--- config.mk ---
export PLATFORM = sky130hd
export DESIGN_NAME = scp_top
export DESIGN_NICKNAME = d
export VERILOG_FILES = /design/src/pkg/scp_pkg.sv /design/src/pkg/scp_byte_if.sv /design/src/rtl/scp_uart_rx.sv /design/src/rtl/scp_uart_tx.sv /design/src/rtl/scp_top.sv
export SDC_FILE = /design/constraint.sdc
export NUM_CORES = 1
export LEC_CHECK = 0
export ABC_CLOCK_PERIOD_IN_PS = 5150
export BUFFER_PORTS_ARGS = -buffer_cell sky130_fd_sc_hd__buf_4
export CAP_MARGIN = 20
export CORE_MARGIN = 2
export CORE_UTILIZATION = 35
export DETAILED_ROUTE_END_ITERATION = 10
export GPL_TIMING_DRIVEN = 0
export PLACE_DENSITY = 0.5
export SYNTH_ARGS = -nofsm -noshare
export SYNTH_HDL_FRONTEND = slang
export SYNTH_SLANG_ARGS = --single-unit
export TNS_END_PERCENT = 20
--- constraint.sdc ---
create_clock -name clk -period 5.15 [get_ports clk]
set_input_delay 1.03 -clock clk [delete_from_list [all_inputs] [get_ports clk]]
set_output_delay 1.03 -clock clk [all_outputs]
set_load 0.02 [all_outputs]
--- src/pkg/scp_pkg.sv ---
// Package: constants, register map and types of the serial command port
package scp_pkg;
   localparam int unsigned CLK_HZ        = 40000000;
   localparam int unsigned BAUD          = 19200;
   localparam int unsigned BIT_CYC       = CLK_HZ / BAUD;
   localparam int unsigned DATA_BITS     = 8;
   localparam logic [7:0]  CH_LF         = 8'h0A;
   localparam logic [7:0]  CH_CR         = 8'h0D;
   localparam int unsigned CMD_DEPTH     = 64;
   // Event status bit positions (weights 4, 8, 16, 32)
   localparam int unsigned ESR_QRY       = 2;
   localparam int unsigned ESR_DEV       = 3;
   localparam int unsigned ESR_EXE       = 4;
   localparam int unsigned ESR_CMD       = 5;
   localparam logic [7:0]  ESR_MASK      = 8'h3C;
   // Register byte offsets
   localparam logic [7:0]  REG_CTRL      = 8'h00;
   localparam logic [7:0]  REG_STAT      = 8'h04;
   localparam logic [7:0]  REG_CMDLEN    = 8'h08;
   localparam logic [7:0]  REG_CMDDAT    = 8'h0C;
   localparam logic [7:0]  REG_TXDAT     = 8'h10;
   localparam logic [7:0]  REG_ESR       = 8'h14;
   localparam logic [7:0]  REG_IRQ_STAT  = 8'h18;
   localparam logic [7:0]  REG_IRQ_MASK  = 8'h1C;
   localparam logic [7:0]  REG_CFG       = 8'h20;
   localparam logic [7:0]  REG_ERRCODE   = 8'h24;
   // Control register bits
   localparam int unsigned CTRL_DONE     = 0;
   localparam int unsigned CTRL_CLS      = 1;
   localparam int unsigned CTRL_QERR     = 2;
   localparam int unsigned CTRL_DERR     = 3;
   localparam int unsigned CTRL_XERR     = 4;
   localparam int unsigned CTRL_SERR     = 5;
   localparam int unsigned CTRL_TXEOL    = 6;
   // Interrupt bits
   localparam int unsigned IRQ_CMD       = 0;
   localparam int unsigned IRQ_OVR       = 1;
   localparam int unsigned IRQ_TXE       = 2;
   localparam logic [2:0]  IRQ_RST       = 3'h0;
   localparam logic [15:0] ERR_COMM      = 16'hFF9C;
   typedef enum logic [1:0] {AXI_OKAY = 2'b00, AXI_SLVERR = 2'b10} scp_resp_e;
endpackage

--- src/pkg/scp_byte_if.sv ---
// Interface: byte stream with valid and ready between internal modules
`timescale 1ns/1ps
interface scp_byte_if;
   logic       valid;
   logic       ready;
   logic [7:0] data;
   modport src (output valid, output data, input ready);
   modport snk (input valid, input data, output ready);
endinterface

--- src/rtl/scp_uart_rx.sv ---
// Receiver: 8N1 deserialiser producing one byte per frame whose stop bit is high
`timescale 1ns/1ps
module scp_uart_rx #(
   parameter int unsigned BIT_CYC = scp_pkg::BIT_CYC
) (
   // Clock and reset
   input  wire logic clk,
   input  wire logic rst,
   input  wire logic ce,
   // Line
   input  wire logic rxd,
   // Byte out; sink always ready, overrun detected downstream
   scp_byte_if.src   out
);
   logic [15:0] cnt_ff;
   logic [3:0]  bit_ff;
   logic [7:0]  sh_ff;
   logic        busy_ff;
   logic        s1_ff;
   logic        s2_ff;

   always_ff @(posedge clk or posedge rst) begin
      if (rst) begin
         s1_ff <= 1'b1;
         s2_ff <= 1'b1;
      end else if (ce) begin
         s1_ff <= rxd;
         s2_ff <= s1_ff;
      end
   end

   always_ff @(posedge clk or posedge rst) begin
      if (rst) begin
         cnt_ff    <= 16'h0000;
         bit_ff    <= 4'h0;
         sh_ff     <= 8'h00;
         busy_ff   <= 1'b0;
         out.valid <= 1'b0;
         out.data  <= 8'h00;
      end else if (ce) begin
         out.valid <= 1'b0;
         if (!busy_ff) begin
            if (!s2_ff) begin
               // Sample in mid-bit: start at half a bit
               busy_ff <= 1'b1;
               cnt_ff  <= 16'(BIT_CYC / 2);
               bit_ff  <= 4'h0;
            end
         end else if (cnt_ff != 16'h0000) begin
            cnt_ff <= cnt_ff - 16'h0001;
         end else begin
            cnt_ff <= 16'(BIT_CYC - 1);
            bit_ff <= bit_ff + 4'h1;
            if (bit_ff == 4'h0) begin
               if (s2_ff) busy_ff <= 1'b0;
            end else if (bit_ff <= 4'(scp_pkg::DATA_BITS)) begin
               sh_ff <= {s2_ff, sh_ff[7:1]};
            end else begin
               busy_ff <= 1'b0;
               if (s2_ff) begin
                  out.valid <= 1'b1;
                  out.data  <= sh_ff;
               end
            end
         end
      end
   end
endmodule

--- src/rtl/scp_uart_tx.sv ---
// Transmitter: 8N1 serialiser taking one byte per handshake
`timescale 1ns/1ps
module scp_uart_tx #(
   parameter int unsigned BIT_CYC = scp_pkg::BIT_CYC
) (
   // Clock and reset
   input  wire logic clk,
   input  wire logic rst,
   input  wire logic ce,
   // Byte in
   scp_byte_if.snk   in,
   // Line
   output logic      txd
);
   logic [15:0] cnt_ff;
   logic [3:0]  bit_ff;
   logic [9:0]  sh_ff;
   logic        busy_ff;

   assign in.ready = !busy_ff;

   always_ff @(posedge clk or posedge rst) begin
      if (rst) begin
         cnt_ff  <= 16'h0000;
         bit_ff  <= 4'h0;
         sh_ff   <= 10'h3FF;
         busy_ff <= 1'b0;
         txd     <= 1'b1;
      end else if (ce) begin
         if (!busy_ff) begin
            txd <= 1'b1;
            if (in.valid) begin
               sh_ff   <= {1'b1, in.data, 1'b0};
               busy_ff <= 1'b1;
               bit_ff  <= 4'h0;
               cnt_ff  <= 16'h0000;
            end
         end else if (cnt_ff != 16'h0000) begin
            cnt_ff <= cnt_ff - 16'h0001;
         end else begin
            if (bit_ff == 4'(scp_pkg::DATA_BITS + 2)) begin
               busy_ff <= 1'b0;
            end else begin
               txd    <= sh_ff[0];
               sh_ff  <= {1'b1, sh_ff[9:1]};
               bit_ff <= bit_ff + 4'h1;
               cnt_ff <= 16'(BIT_CYC - 1);
            end
         end
      end
   end
endmodule

--- src/rtl/scp_top.sv ---
// Top: serial command port with AXI4-Lite registers
`timescale 1ns/1ps
module scp_top #(
   parameter int unsigned BIT_CYC   = scp_pkg::BIT_CYC,
   parameter int unsigned CMD_DEPTH = scp_pkg::CMD_DEPTH
) (
   // Clock, reset, enable
   input  wire logic        clk,
   input  wire logic        rst,
   input  wire logic        ce,
   // Serial line
   input  wire logic        rxd,
   output logic             txd_ff,
   output logic             dtr_ff,
   // Rear switches
   input  wire logic        sw_sel_ieee,
   input  wire logic [4:0]  sw_addr,
   output logic             ieee_en_ff,
   output logic [4:0]       ieee_addr_ff,
   output logic [15:0]      disp_err_ff,
   output logic             irq_ff,
   // AXI4-Lite write address
   input  wire logic        s_axi_awvalid,
   output logic             s_axi_awready,
   input  wire logic [7:0]  s_axi_awaddr,
   // AXI4-Lite write data
   input  wire logic        s_axi_wvalid,
   output logic             s_axi_wready,
   input  wire logic [31:0] s_axi_wdata,
   input  wire logic [3:0]  s_axi_wstrb,
   // AXI4-Lite write response
   output logic             s_axi_bvalid,
   input  wire logic        s_axi_bready,
   output logic [1:0]       s_axi_bresp,
   // AXI4-Lite read address
   input  wire logic        s_axi_arvalid,
   output logic             s_axi_arready,
   input  wire logic [7:0]  s_axi_araddr,
   // AXI4-Lite read data
   output logic             s_axi_rvalid,
   input  wire logic        s_axi_rready,
   output logic [31:0]      s_axi_rdata,
   output logic [1:0]       s_axi_rresp
);
   localparam int AW = $clog2(CMD_DEPTH);

   scp_byte_if rx_if ();
   scp_byte_if tx_if ();

   logic [7:0]  buf_mem [CMD_DEPTH];
   logic [AW:0] wr_ptr_ff;
   logic [AW:0] cmd_len_ff;
   logic [AW-1:0] rd_idx_ff;
   logic        cmd_rdy_ff;
   logic [7:0]  esr_ff;
   logic [2:0]  irq_stat_ff;
   logic [2:0]  irq_mask_ff;
   logic        sampled_ff;
   logic        txv_ff;
   logic [7:0]  txd_data_ff;
   logic        txd_line;
   logic        eol_pend_ff;
   logic [7:0]  aw_addr_ff;
   logic [31:0] w_data_ff;
   logic [3:0]  w_strb_ff;
   logic        aw_got_ff;
   logic        w_got_ff;
   logic [2:0]  irq_set;
   logic        serial_on;
   logic        rx_char;
   logic        rx_eol;
   logic        wr_go;
   logic        rd_go;
   logic [31:0] ctrl_w;
   logic        wr_ctrl;

   function automatic logic hit(input logic [7:0] a, input logic [7:0] off);
      return a[7:2] == off[7:2];
   endfunction

   scp_uart_rx #(.BIT_CYC(BIT_CYC)) u_rx (
      .clk (clk),
      .rst (rst),
      .ce  (ce),
      .rxd (rxd),
      .out (rx_if)
   );
   assign rx_if.ready = 1'b1;

   scp_uart_tx #(.BIT_CYC(BIT_CYC)) u_tx (
      .clk (clk),
      .rst (rst),
      .ce  (ce),
      .in  (tx_if),
      .txd (txd_line)
   );
   assign tx_if.valid = txv_ff;
   assign tx_if.data  = txd_data_ff;

   // Serial path only listens when the switch chose it
   assign serial_on = sampled_ff && !ieee_en_ff;
   assign rx_char   = rx_if.valid && serial_on;
   assign rx_eol    = rx_char && rx_if.data == scp_pkg::CH_LF;

   // Switch capture once after reset release; later changes ignored
   always_ff @(posedge clk or posedge rst) begin
      if (rst) begin
         sampled_ff   <= 1'b0;
         ieee_en_ff   <= 1'b0;
         ieee_addr_ff <= 5'h00;
      end else if (ce && !sampled_ff) begin
         sampled_ff   <= 1'b1;
         ieee_en_ff   <= sw_sel_ieee;
         ieee_addr_ff <= sw_addr;
      end
   end

   always_ff @(posedge clk or posedge rst) begin
      if (rst) txd_ff <= 1'b1;
      else if (ce) txd_ff <= txd_line;
   end

   // AXI handshakes
   assign wr_go = aw_got_ff && w_got_ff && !s_axi_bvalid;
   assign rd_go = s_axi_arvalid && s_axi_arready;
   assign wr_ctrl = wr_go && hit(aw_addr_ff, scp_pkg::REG_CTRL) && w_strb_ff[0];
   assign ctrl_w  = wr_ctrl ? w_data_ff : 32'h0000_0000;

   always_ff @(posedge clk or posedge rst) begin
      if (rst) begin
         aw_got_ff     <= 1'b0;
         w_got_ff      <= 1'b0;
         aw_addr_ff    <= 8'h00;
         w_data_ff     <= 32'h0000_0000;
         w_strb_ff     <= 4'h0;
         s_axi_awready <= 1'b0;
         s_axi_wready  <= 1'b0;
         s_axi_bvalid  <= 1'b0;
         s_axi_bresp   <= scp_pkg::AXI_OKAY;
      end else if (ce) begin
         s_axi_awready <= !aw_got_ff && !s_axi_awready && !s_axi_bvalid;
         s_axi_wready  <= !w_got_ff && !s_axi_wready && !s_axi_bvalid;
         if (s_axi_awvalid && s_axi_awready) begin
            aw_got_ff  <= 1'b1;
            aw_addr_ff <= s_axi_awaddr;
         end
         if (s_axi_wvalid && s_axi_wready) begin
            w_got_ff  <= 1'b1;
            w_data_ff <= s_axi_wdata;
            w_strb_ff <= s_axi_wstrb;
         end
         if (wr_go) begin
            aw_got_ff    <= 1'b0;
            w_got_ff     <= 1'b0;
            s_axi_bvalid <= 1'b1;
            s_axi_bresp  <= aw_addr_ff > scp_pkg::REG_ERRCODE + 8'h03
                            ? scp_pkg::AXI_SLVERR : scp_pkg::AXI_OKAY;
         end else if (s_axi_bvalid && s_axi_bready) begin
            s_axi_bvalid <= 1'b0;
         end
      end
   end

   // Command collection and hold-off
   always_ff @(posedge clk or posedge rst) begin
      if (rst) begin
         wr_ptr_ff  <= '0;
         cmd_len_ff <= '0;
         cmd_rdy_ff <= 1'b0;
         dtr_ff     <= 1'b0;
      end else if (ce) begin
         if (rx_char && !cmd_rdy_ff) begin
            if (rx_eol) begin
               cmd_len_ff <= wr_ptr_ff;
               wr_ptr_ff  <= '0;
               cmd_rdy_ff <= 1'b1;
               dtr_ff     <= 1'b1;
            end else if (wr_ptr_ff < (AW+1)'(CMD_DEPTH)) begin
               wr_ptr_ff  <= wr_ptr_ff + 1'b1;
            end
         end else if (ctrl_w[scp_pkg::CTRL_DONE] && cmd_rdy_ff) begin
            cmd_rdy_ff <= 1'b0;
            dtr_ff     <= 1'b0;
         end
      end
   end

   always_ff @(posedge clk) begin
      if (ce && rx_char && !cmd_rdy_ff && !rx_eol && wr_ptr_ff < (AW+1)'(CMD_DEPTH))
         buf_mem[wr_ptr_ff[AW-1:0]] <= rx_if.data;
   end

   // Event status and displayed error; errors set over a same-cycle clear
   always_ff @(posedge clk or posedge rst) begin
      if (rst) begin
         esr_ff      <= 8'h00;
         disp_err_ff <= 16'h0000;
      end else if (ce) begin
         if (ctrl_w[scp_pkg::CTRL_CLS]) begin
            esr_ff      <= 8'h00;
            disp_err_ff <= 16'h0000;
         end
         if (ctrl_w[scp_pkg::CTRL_QERR]) esr_ff[scp_pkg::ESR_QRY] <= 1'b1;
         if (ctrl_w[scp_pkg::CTRL_DERR]) esr_ff[scp_pkg::ESR_DEV] <= 1'b1;
         if (ctrl_w[scp_pkg::CTRL_XERR]) esr_ff[scp_pkg::ESR_EXE] <= 1'b1;
         if (ctrl_w[scp_pkg::CTRL_SERR]) esr_ff[scp_pkg::ESR_CMD] <= 1'b1;
         // Overrun: characters while a command waits are lost
         if (rx_char && cmd_rdy_ff) begin
            esr_ff[scp_pkg::ESR_CMD] <= 1'b1;
            disp_err_ff              <= scp_pkg::ERR_COMM;
         end
      end
   end

   // Transmit path: software writes bytes; line feed sent on CTRL_TXEOL, CR and LF writes dropped
   always_ff @(posedge clk or posedge rst) begin
      if (rst) begin
         txv_ff      <= 1'b0;
         txd_data_ff <= 8'h00;
         eol_pend_ff <= 1'b0;
      end else if (ce) begin
         if (txv_ff && tx_if.ready) txv_ff <= 1'b0;
         if (wr_go && hit(aw_addr_ff, scp_pkg::REG_TXDAT) && !txv_ff
             && w_strb_ff[0] && w_data_ff[7:0] != scp_pkg::CH_CR
             && w_data_ff[7:0] != scp_pkg::CH_LF) begin
            txv_ff      <= 1'b1;
            txd_data_ff <= w_data_ff[7:0];
         end else if (ctrl_w[scp_pkg::CTRL_TXEOL]) begin
            eol_pend_ff <= 1'b1;
         end else if (eol_pend_ff && !txv_ff) begin
            txv_ff      <= 1'b1;
            txd_data_ff <= scp_pkg::CH_LF;
            eol_pend_ff <= 1'b0;
         end
      end
   end

   // Interrupts: set wins over write-one clear
   assign irq_set = {txv_ff && tx_if.ready, rx_char && cmd_rdy_ff, rx_eol && !cmd_rdy_ff};

   always_ff @(posedge clk or posedge rst) begin
      if (rst) begin
         irq_stat_ff <= scp_pkg::IRQ_RST;
         irq_mask_ff <= scp_pkg::IRQ_RST;
         irq_ff      <= 1'b0;
      end else if (ce) begin
         if (wr_go && hit(aw_addr_ff, scp_pkg::REG_IRQ_MASK) && w_strb_ff[0])
            irq_mask_ff <= w_data_ff[2:0];
         if (wr_go && hit(aw_addr_ff, scp_pkg::REG_IRQ_STAT) && w_strb_ff[0])
            irq_stat_ff <= (irq_stat_ff & ~w_data_ff[2:0]) | irq_set;
         else
            irq_stat_ff <= irq_stat_ff | irq_set;
         irq_ff <= |(irq_stat_ff & irq_mask_ff);
      end
   end

   // Read channel
   always_ff @(posedge clk or posedge rst) begin
      if (rst) begin
         s_axi_arready <= 1'b0;
         s_axi_rvalid  <= 1'b0;
         s_axi_rdata   <= 32'h0000_0000;
         s_axi_rresp   <= scp_pkg::AXI_OKAY;
         rd_idx_ff     <= '0;
      end else if (ce) begin
         s_axi_arready <= !s_axi_arready && !s_axi_rvalid;
         if (rd_go) begin
            s_axi_rvalid <= 1'b1;
            s_axi_rresp  <= scp_pkg::AXI_OKAY;
            s_axi_rdata  <= 32'h0000_0000;
            case (s_axi_araddr[7:2])
               scp_pkg::REG_CTRL[7:2]:     s_axi_rdata <= 32'h0000_0000;
               scp_pkg::REG_STAT[7:2]:
                  s_axi_rdata <= {28'h0, eol_pend_ff, txv_ff, dtr_ff, cmd_rdy_ff};
               scp_pkg::REG_CMDLEN[7:2]:   s_axi_rdata <= 32'(cmd_len_ff);
               scp_pkg::REG_CMDDAT[7:2]: begin
                  s_axi_rdata <= {24'h0, buf_mem[rd_idx_ff]};
                  rd_idx_ff   <= rd_idx_ff + 1'b1;
               end
               scp_pkg::REG_TXDAT[7:2]:    s_axi_rdata <= 32'h0000_0000;
               scp_pkg::REG_ESR[7:2]:
                  s_axi_rdata <= {24'h0, esr_ff & scp_pkg::ESR_MASK};
               scp_pkg::REG_IRQ_STAT[7:2]: s_axi_rdata <= {29'h0, irq_stat_ff};
               scp_pkg::REG_IRQ_MASK[7:2]: s_axi_rdata <= {29'h0, irq_mask_ff};
               scp_pkg::REG_CFG[7:2]:
                  s_axi_rdata <= {26'h0, ieee_en_ff, ieee_addr_ff};
               scp_pkg::REG_ERRCODE[7:2]:  s_axi_rdata <= {16'h0, disp_err_ff};
               default:                    s_axi_rresp <= scp_pkg::AXI_SLVERR;
            endcase
         end else if (s_axi_rvalid && s_axi_rready) begin
            s_axi_rvalid <= 1'b0;
         end
         if (ctrl_w[scp_pkg::CTRL_DONE]) rd_idx_ff <= '0;
      end
   end
endmodule

==> results of run 1 <==
## sequential cells by signal (all words and copies together), names as in the netlist, 4 cells and up
signal	cells
wr_ptr_ff	7
esr_ff	4
w_data_ff	8
u_tx.sh_ff	9
buf_mem	512
u_tx.cnt_ff	16
cmd_len_ff	7
u_rx.cnt_ff	16
rd_idx_ff	6
aw_addr_ff	6
u_rx.sh_ff	8
u_rx.bit_ff	4
u_rx.out.data	8
u_tx.bit_ff	4
ieee_addr_ff	5
tx_if.data	8
s_axi_rdata	9
## worst min-delay path by stage
stage	to	slack, ns	cells after the start
3_5_place_dp	s_axi_rresp[1]	0.47	1
5_1_grt	rd_idx_ff[4]	0.48	2
3_3_place_gp	s_axi_bresp[1]	0.47	1
6_report	rd_idx_ff[4]	0.47	2
4_1_cts	rd_idx_ff[3]	0.46	2
2_1_floorplan	u_tx.sh_ff[8]	0.45	2
## metal layers
layer	wire, um	vias up	GRT usage
met1	36200	8650	0.285
li1	-	7015	-
met3	5780	143	0.0364
met5	11	-	0
met2	37600	658	0.313
met4	2460	2	0.0675
## metrics by stage
stage	std cells	area [um2]	power, mW	worst slack, ns	util
after floorplan	1717	27800	7.64	2.13	-
after global placement	2846	29700	8.33	-0.208	0.377
after detailed placement	2861	30000	8.39	0.638	0.381
after CTS	2992	32300	13.5	0.860	0.411
after global routing	2997	32400	14.0	0.698	0.411
final	2997	32400	13.4	0.890	0.411
## cells by family (layout without fill, tap and decap cells)
kind of cell | after synthesis | after routing
multiplexers | 220 | 220
adder cells (fa/ha/maj) | 10 | 10
flip-flops | 667 | 667
XOR/XNOR | 19 | 19
AO/OA/AOI/OAI | 230 | 230
other | 1 | 22
AND/OR/NAND/NOR | 404 | 404
buffers and inverters | 145 | 375
## critical path, stage by stage, from the launching register on
cell and delay [ns]:
dfrtp_2 0.79, buf_12 0.27, nor4_1 0.12, nand2_1 0.15, nor3b_1 0.61, nand3_1 0.79, nor2_1 1.13
## layout make-up
class,instances,area [um2],share of cell area
sequential,667,19300,0.595
multi-input combinational,905,7730,0.239
clock buffer,100,2000,0.0617
tap,1050,1310,0.0406
timing repair buffer,99,921,0.0284
buffer,117,699,0.0216
clock inverter,31,329,0.0102
inverter,28,109,0.00336
## cell usage in the layout (no fill, tap or decap), drive strengths merged, types with 35 or more instances in the layout
cell type,Yosys,layout
mux2i,45,45
nand2,85,85
nor2,117,117
clkbuf,32,132
buf,85,184
nand3,48,48
mux2,63,63
o21ai,47,47
edfxtp,512,512
mux4,112,112
a21oi,35,35
dfrtp,142,142
## power by group
| group | switching, mW | internal [mW] | total, mW | leakage [nW] |
|---|---|---|---|---|
| Sequential | 0.343 | 6.08 | 6.42 | 6.67 |
| Clock | 2.18 | 2.94 | 5.13 | 1.13 |
| Combinational | 1.16 | 0.726 | 1.89 | 3.89 |
| Total | 3.69 | 9.75 | 13.4 | 11.7 |
==> reports/results.tsv, run 1 <==
metric	value	unit
critPathRequiredTime	5.39	ns
outcome	complete, no violations	
hold_viol_final	0	
finalSetupViolCount	0	
post_cts_buffers	0	
critical_path.endpoint	buf_mem[53][6]	
slew_violations	0	
ys.flop_type	edfxtp_1	
ys_ff_latch	667	
tightest_slew	1.13	ns
synth_warnings	0	
ir_drop	0.227	mV
syn-mean-instance-area	16.3	um2
synth_top_family_by_area	multiplexers	
dp_hpwl	55600	um
synthTopCellsByArea	edfxtp_1 (55%), dfrtp_1 (13%), mux4_2 (9.1%)	
wire_per_inst	27.4	um
mappedNetlistArea	0.0277	mm2
fin_setup_tns	0	ns
drive_gt1_frac	0.252	
netlist.area_leader.share	0.555	
synthAdderAreaFrac	0.00451	
synth-compound-area-share	0.0573	
drt_iter0_markers	1900	
cts_resized	0	
critPathCaptureType	register	
pin_count	133	
dieHeight	285	um
drc_errors	0	
rr_endpoint	buf_mem[53][6]	
clock_latency	0.64	ns
cts-hold-fix-buffers	0	
min_path_type	in2async	
cts-root-buf	clkbuf_16	
relSlewSlack	0.242	
gr-usage-all-layers	0.201	
reg2reg_depth	6	
n_fill_cell	7161	
rsz0062_at_grt	false	
dieArea	0.0815	mm2
synthXorXnorAreaFrac	0.00600	
cts_tree	built	
skew	0.0532	ns
drv_cap	0	
seq_area_frac_synth	0.695	
grt_pass1_wl	118000	um
crit_fanout	35	
num-nets-final	1968	
synth.most_common_cell	edfxtp_1	
htreeDepth	3	
die_x	285	um
diodes	0	
dr.pass1.iters	5	
initial_core_util	0.352	
cp-start-kind	register	
min_period_over_period	0.827	
grt_pass1_vias	16500	
power-per-cell-area	415	mW/mm2
grt_max_degree	50	
r2r-start	u_rx.out.data[5]	
async_reset_ff_frac	0.232	
cts-buffers-inserted	73	
crit_start	u_rx.out.data[5]	
port_buffers	79	
via_per_inst	5.49	
synth-simple-area-share	0.0753	
cts.path.max_buffers	3	
antenna_found_initial	3	
path_clk_slew	0.06	ns
area_delta_synth_final	16.8	%
cts_sinks	667	
ys_top_cells_by_count	edfxtp_1 (512), dfrtp_1 (142), nor2_1 (116), mux4_2 (112), nand2_1 (85)	
hold_slack	0.467	ns
grt.overflow.total	0	
vias	16500	
synth_edf_count	512	
synth_cells	1696	
reg2reg_slack	0.89	ns
maxClockFrequency	235	MHz
coreArea	0.0787	mm2
ant_nets	0	
row_count	103	
finalWeightedCongestion	0.905	
synth_mux_area_frac	0.133	
min_period	4.26	ns
routed_wirelength	82000	um
yosys.area.top_type	edfxtp_1	
synth_cell_types	81	
criticalPathCategory	reg2reg	
cp_data_arrival_time	4.50	ns
p_leak	11.7	nW
Note: power is estimated with default switching activity, not from simulation.
==> run 2, diff against run 1 <==
Settings changed: ABC_CLOCK_PERIOD_IN_PS 5150 to 4300, PLACE_DENSITY 0.5 to 0.48.
Clock period 5.15 ns to 4.3 ns, I/O delays scaled along.
==> reports/results.tsv, run 2 (synthesis results as in run 1) <==
metric	value	unit	change
cts_resized	0		unchanged
relSlewSlack	0.299		+0.0571
power-per-cell-area	508	mW/mm2	+22%
drv_cap	0		unchanged
layout.cells.non_filler	2997		unchanged
gr-usage-all-layers	0.204		+0.00358
hold_viol_final	0		unchanged
cts-buffers-inserted	75		+2.7%
via_per_inst	5.48		-0.20%
ir_drop	0.310	mV	+36%
fin_ws	0.128	ns	-0.762 ns
final_cell_mix	edfxtp_1 (512), dfrtp_1 (134), buf_4 (131)		
htreeDepth	3		unchanged
critPathRequiredTime	4.53	ns	-0.86 ns
grt_pass1_vias	16100		-2.3%
p_int	12.0	mW	+23%
grt_max_degree	50		unchanged
maxClockFrequency	240	MHz	+2.1%
rsz0062_at_grt	true		
largest_reg_flops	512		unchanged
cts_tree	built		
cts-root-buf	clkbuf_16		
initial_core_util	0.352		unchanged
sw_frac_of_total	0.275		about the same
pin_count	133		unchanged
reg2reg_slack	0.13	ns	-0.76 ns
row_count	103		unchanged
min_period	4.17	ns	-0.0881 ns
pwr-share-seq	0.466		-0.012
final_area	0.0325	mm2	+0.41%
power_frac_clock	0.396		+0.014
routed_wirelength	83600	um	+2.0%
dieArea	0.0815	mm2	unchanged
post_cts_buffers	0		unchanged
ant_nets	0		unchanged
final_common_cell	edfxtp_1		
r2r-start	u_rx.out.data[7]		
skew	0.0483	ns	-0.00489 ns
outcome	complete, no violations		
p_leak	11.7	nW	+0.38%
grt_pass1_wl	119000	um	+0.75%
area_delta_synth_final	17.3	%	
finalSetupViolCount	0		unchanged
cp_top_family	simple AND/OR/NAND/NOR gates		
vias	16400		-0.20%
placed_area	0.0300	mm2	about the same
dp_cells	2859		-0.070%
criticalPathCategory	reg2reg		
finalWeightedCongestion	0.905		about the same
dp_hpwl	56600	um	+1.8%
clock_latency	0.65	ns	about the same
slew_violations	0		unchanged
combPwrFrac	0.138		-0.002
crit_chain	nor4_1 -> nand2_1 -> nor3b_1 -> nand3_1 -> nor2_1		
max_stage_delay	1.00	ns	-0.13 ns
drc_errors	0		unchanged
min_period_over_period	0.970		+0.143
wire_per_inst	27.9	um	+2.0%
crit_fanout	35		unchanged
crit_path_top_delay_cell	nor2_1		
drt_iter0_markers	1872		-1.5%
coreArea	0.0787	mm2	unchanged
critical_path_buf_inv_count	0		-1
port_buffers	79		unchanged
die_x	285	um	unchanged
p_switching	4.54	mW	+23%
cp-start-kind	register		
dp_slack	-0.131	ns	-0.770 ns
reg2reg_depth	5		-1
dieHeight	285	um	unchanged
rr_endpoint	buf_mem[33][4]		
drive_gt1_frac	0.254		+0.00167
grt.overflow.total	0		unchanged
antenna_found_initial	3		unchanged
p_total	16.5	mW	+23%
cts-hold-fix-buffers	0		unchanged
tightest_slew	1.05	ns	-0.0854 ns
dr.pass1.iters	6		+1
cp_data_arrival_time	4.40	ns	-0.10 ns
fin_setup_tns	0	ns	unchanged
min_path_type	in2async		
cts_sinks	667		unchanged
path_clk_slew	0.07	ns	about the same
critPathCaptureType	register		
num-nets-final	1963		-0.25%
cts.path.max_buffers	3		unchanged
run 2: changes by cell type in the layout (fill, tap and decap cells not counted), moves of 3 or more:
| cell | previous run | this run |
|---|---|---|
| buf_6 | 11 | 5 |
| clkbuf_8 | 5 | 2 |
| clkinv_1 | 13 | 8 |
| bufinv_16 | 4 | 8 |
| clkbuf_1 | 53 | 56 |
run 2: layout make-up:
cell class | count | area [um2]
Timing Repair Buffer | 92 | 856
Tap cell | 1050 | 1310
Multi-Input combinational cell | 905 | 7740
Fill cell | 7198 | 46200
Clock inverter | 35 | 500
Buffer | 117 | 699
Clock buffer | 102 | 2020
Sequential cell | 667 | 19300
Inverter | 28 | 109
Antenna cell | 1 | 2.50
run 2: per-stage QoR:
stage / hold WS (ns) / util
after floorplan: 0.455 / -
after global placement: 0.465 / 0.377
after detailed placement: 0.476 / 0.381
after CTS: 0.326 / 0.413
after global routing: 0.352 / 0.413
final: 0.325 / 0.413
run 2: how the worst max path moves through the flow:
stage | depth (start not counted) | from | slack [ns] | end
floorplan | 5 | u_rx.out.data[0] | 1.29 | buf_mem[62][0]
global placement | 5 | u_rx.out.data[0] | -1.25 | buf_mem[45][3]
detailed placement | 7 | ce | -0.13 | buf_mem[46][3]
CTS | 5 | u_rx.out.data[7] | 0.07 | buf_mem[45][6]
global route | 5 | u_rx.out.data[7] | -0.04 | buf_mem[53][4]
finish | 5 | u_rx.out.data[7] | 0.13 | buf_mem[33][4]
run 2: power groups by stage:
stage	clock [mW]	combinational [mW]	sequential [mW]
after floorplan	0	1.41	7.74
after global placement	0	2.22	7.81
after detailed placement	0	2.27	7.82
after CTS	6.65	2.27	7.70
after global routing	6.92	2.46	7.76
final	6.53	2.28	7.70
run 2: worst reg2reg max path, cell delays in order, from the launching register on:
cell and delay [ns]:
dfrtp_2 0.86, nor4_1 0.19, nand2_1 0.16, nor3b_1 0.60, nand3_1 0.94, nor2_1 1.01
run 2: per-layer routing:
layer  track usage  part of all wire  up-vias
li1              -                 -     7008
met1         0.292              0.44     8621
met2         0.314              0.46      694
met3        0.0433             0.077      112
met4        0.0610             0.024        0
met5             0                 0        -
==> run 3, diff against run 2 <==
Settings changed: SYNTH_HIERARCHICAL from default to 1, TNS_END_PERCENT 20 to 50.
==> reports/results.tsv, run 3 <==
metric	value	unit	change
grt_pass1_vias	16100		+0.12%
fin_setup_tns	0	ns	unchanged
diodes	0		-1
cts-root-buf	clkbuf_16		
drt_iter0_markers	1655		-12%
dieArea	0.0819	mm2	+0.54%
p_leak	12.7	nW	+7.8%
crit_chain	buf_4 -> buf_2 -> nand4b_1 -> nor3_2 -> nand2_1 -> nor2_1 -> nand3_1 -> nor2_1		
tightest_slew	1.13	ns	+0.0801 ns
hold_viol_final	0		unchanged
min_period	3.61	ns	-0.559 ns
p_total	15.4	mW	-6.6%
ant_nets	0		unchanged
reg2reg_slack	0.85	ns	+0.72 ns
slew_violations	0		unchanged
cts_sinks	667		unchanged
finalWeightedCongestion	0.941		+4.0%
dp_hpwl	54100	um	-4.3%
port_buffers	79		unchanged
path_clk_slew	0.06	ns	about the same
antenna_found_initial	1		-2
finalSetupViolCount	0		unchanged
gr-usage-all-layers	0.196		-0.00810
ir_drop	0.225	mV	-27%
final_util	0.414		+0.000832
critPathRequiredTime	4.52	ns	about the same
initial_core_util	0.353		+0.00136
pin_count	133		unchanged
final_cell_mix	edfxtp_1 (512), buf_4 (137), dfrtp_1 (134)		
via_per_inst	5.44		-0.88%
dr.pass1.iters	7		+1
rsz0062_at_grt	false		
vias	16100		-1.9%
cts.path.max_buffers	3		unchanged
skew	0.0279	ns	-0.0204 ns
synth_warnings	6		+6
cts_tree	built		
routed_wirelength	80100	um	-4.2%
post_cts_buffers	0		unchanged
clock_latency	0.61	ns	-0.04 ns
criticalPathCategory	in2reg		
min_path_type	in2async		
crit_fanout	17		-51%
timing.critical_path.mode_cell	nor2_1		
final_common_cell	edfxtp_1		
area_delta_synth_final	17.1	%	
crit_path_top_delay_cell	nor2_1		
max_stage_delay	0.96	ns	-0.04 ns
htreeDepth	3		unchanged
power-per-cell-area	472	mW/mm2	-7.0%
grt_max_degree	63		+26%
min_period_over_period	0.840		-0.130
mappedNetlistArea	0.0279	mm2	+0.55%
cp-start-kind	input pin		
drive_gt1_frac	0.270		+0.0158
cts-hold-fix-buffers	0		unchanged
num-nets-final	1934		-1.5%
dieHeight	286	um	+0.27%
cts_resized	0		unchanged
grt.overflow.total	0		unchanged
relSlewSlack	0.246		-0.0536
n_fill_cell	7146		-0.72%
cts-buffers-inserted	72		-4.0%
grt_pass1_wl	116000	um	-2.8%
die_x	286	um	+0.27%
largest_reg_flops	512		unchanged
cp_data_arrival_time	3.83	ns	-0.57 ns
drv_cap	0		unchanged
drc_errors	0		unchanged
wire_per_inst	27.0	um	-3.2%
synth_cells	1667		-1.7%
outcome	complete, no violations		
coreArea	0.0789	mm2	+0.16%
row_count	103		unchanged
maxClockFrequency	277	MHz	+15%
syn-mean-instance-area	16.7	um2	+2.3%
critPathCaptureType	register		
[run 3: cell count changes in the layout (fill, tap and decap cells not counted), moves of 7 or more]
| cell | delta |
|---|---|
| o211ai_1 | +7 |
| buf_6 | +8 |
| a31oi_1 | -12 |
| mux4_2 | +9 |
| o21ai_0 | +15 |
| nand3_1 | -13 |
| mux2_2 | -9 |
| clkbuf_1 | -17 |
| mux2i_1 | +27 |
[run 3: final timing paths]
path,startpoint,to,depth (start not counted)
max,ce,buf_mem[26][4],8
min reg2reg,u_tx/sh_ff[1],u_tx/sh_ff[0],2
min in group clk,u_tx/sh_ff[1],u_tx/sh_ff[0],2
min,rst,ieee_addr_ff[2],2
max reg2reg,u_rx/out.data[6],buf_mem[26][4],7
max in group asynchronous,rst,u_rx/out.data[5],2
[run 3: stage by stage]
step           instance area [um2]  hold slack, ns  instances  setup slack, ns
2_1_floorplan                28000           0.449       1688             1.28
3_3_place_gp                 29900           0.463       2817           -0.148
3_5_place_dp                 30100           0.470       2831            0.115
4_1_cts                      32600           0.213       2963            0.753
5_1_grt                      32600           0.241       2967            0.523
6_report                     32600           0.241       2967            0.686
[run 3: routing by layer]
| layer | part of all wire | wire length (um) | global-route usage | up-vias |
|---|---|---|---|---|
| met3 | 0.062 | 4930 | 0.0314 | 122 |
| met5 | 0 | 0 | 0 | - |
| met1 | 0.45 | 35700 | 0.280 | 8491 |
| met2 | 0.46 | 36800 | 0.303 | 597 |
| li1 | - | - | - | 6918 |
| met4 | 0.034 | 2700 | 0.0730 | 0 |
[run 3: power breakdown]
part | leakage, nW | internal, mW | switching (mW) | total, mW
registers | 7.88 | 7.17 | 0.326 | 7.50
clock network | 1.20 | 3.93 | 2.51 | 6.45
logic | 3.58 | 0.610 | 0.862 | 1.47
total | 12.7 | 11.7 | 3.70 | 15.4
[run 3: critical path, delay by kind of cell]
kind,cells,cell delay (ns)
buffers and inverters,2,0.51
and+or+nand+nor,6,2.45
[run 3: layout make-up]
class                           instances  area, um2  share of cell area
Buffer                                113        798              0.0245
Clock buffer                          100       2050              0.0629
Clock inverter                         32        409              0.0125
Inverter                               28        108             0.00330
Multi-Input combinational cell        880       7790               0.239
Sequential cell                       667      19300               0.591
Tap cell                             1050       1310              0.0403
Timing Repair Buffer                   97        880              0.0270
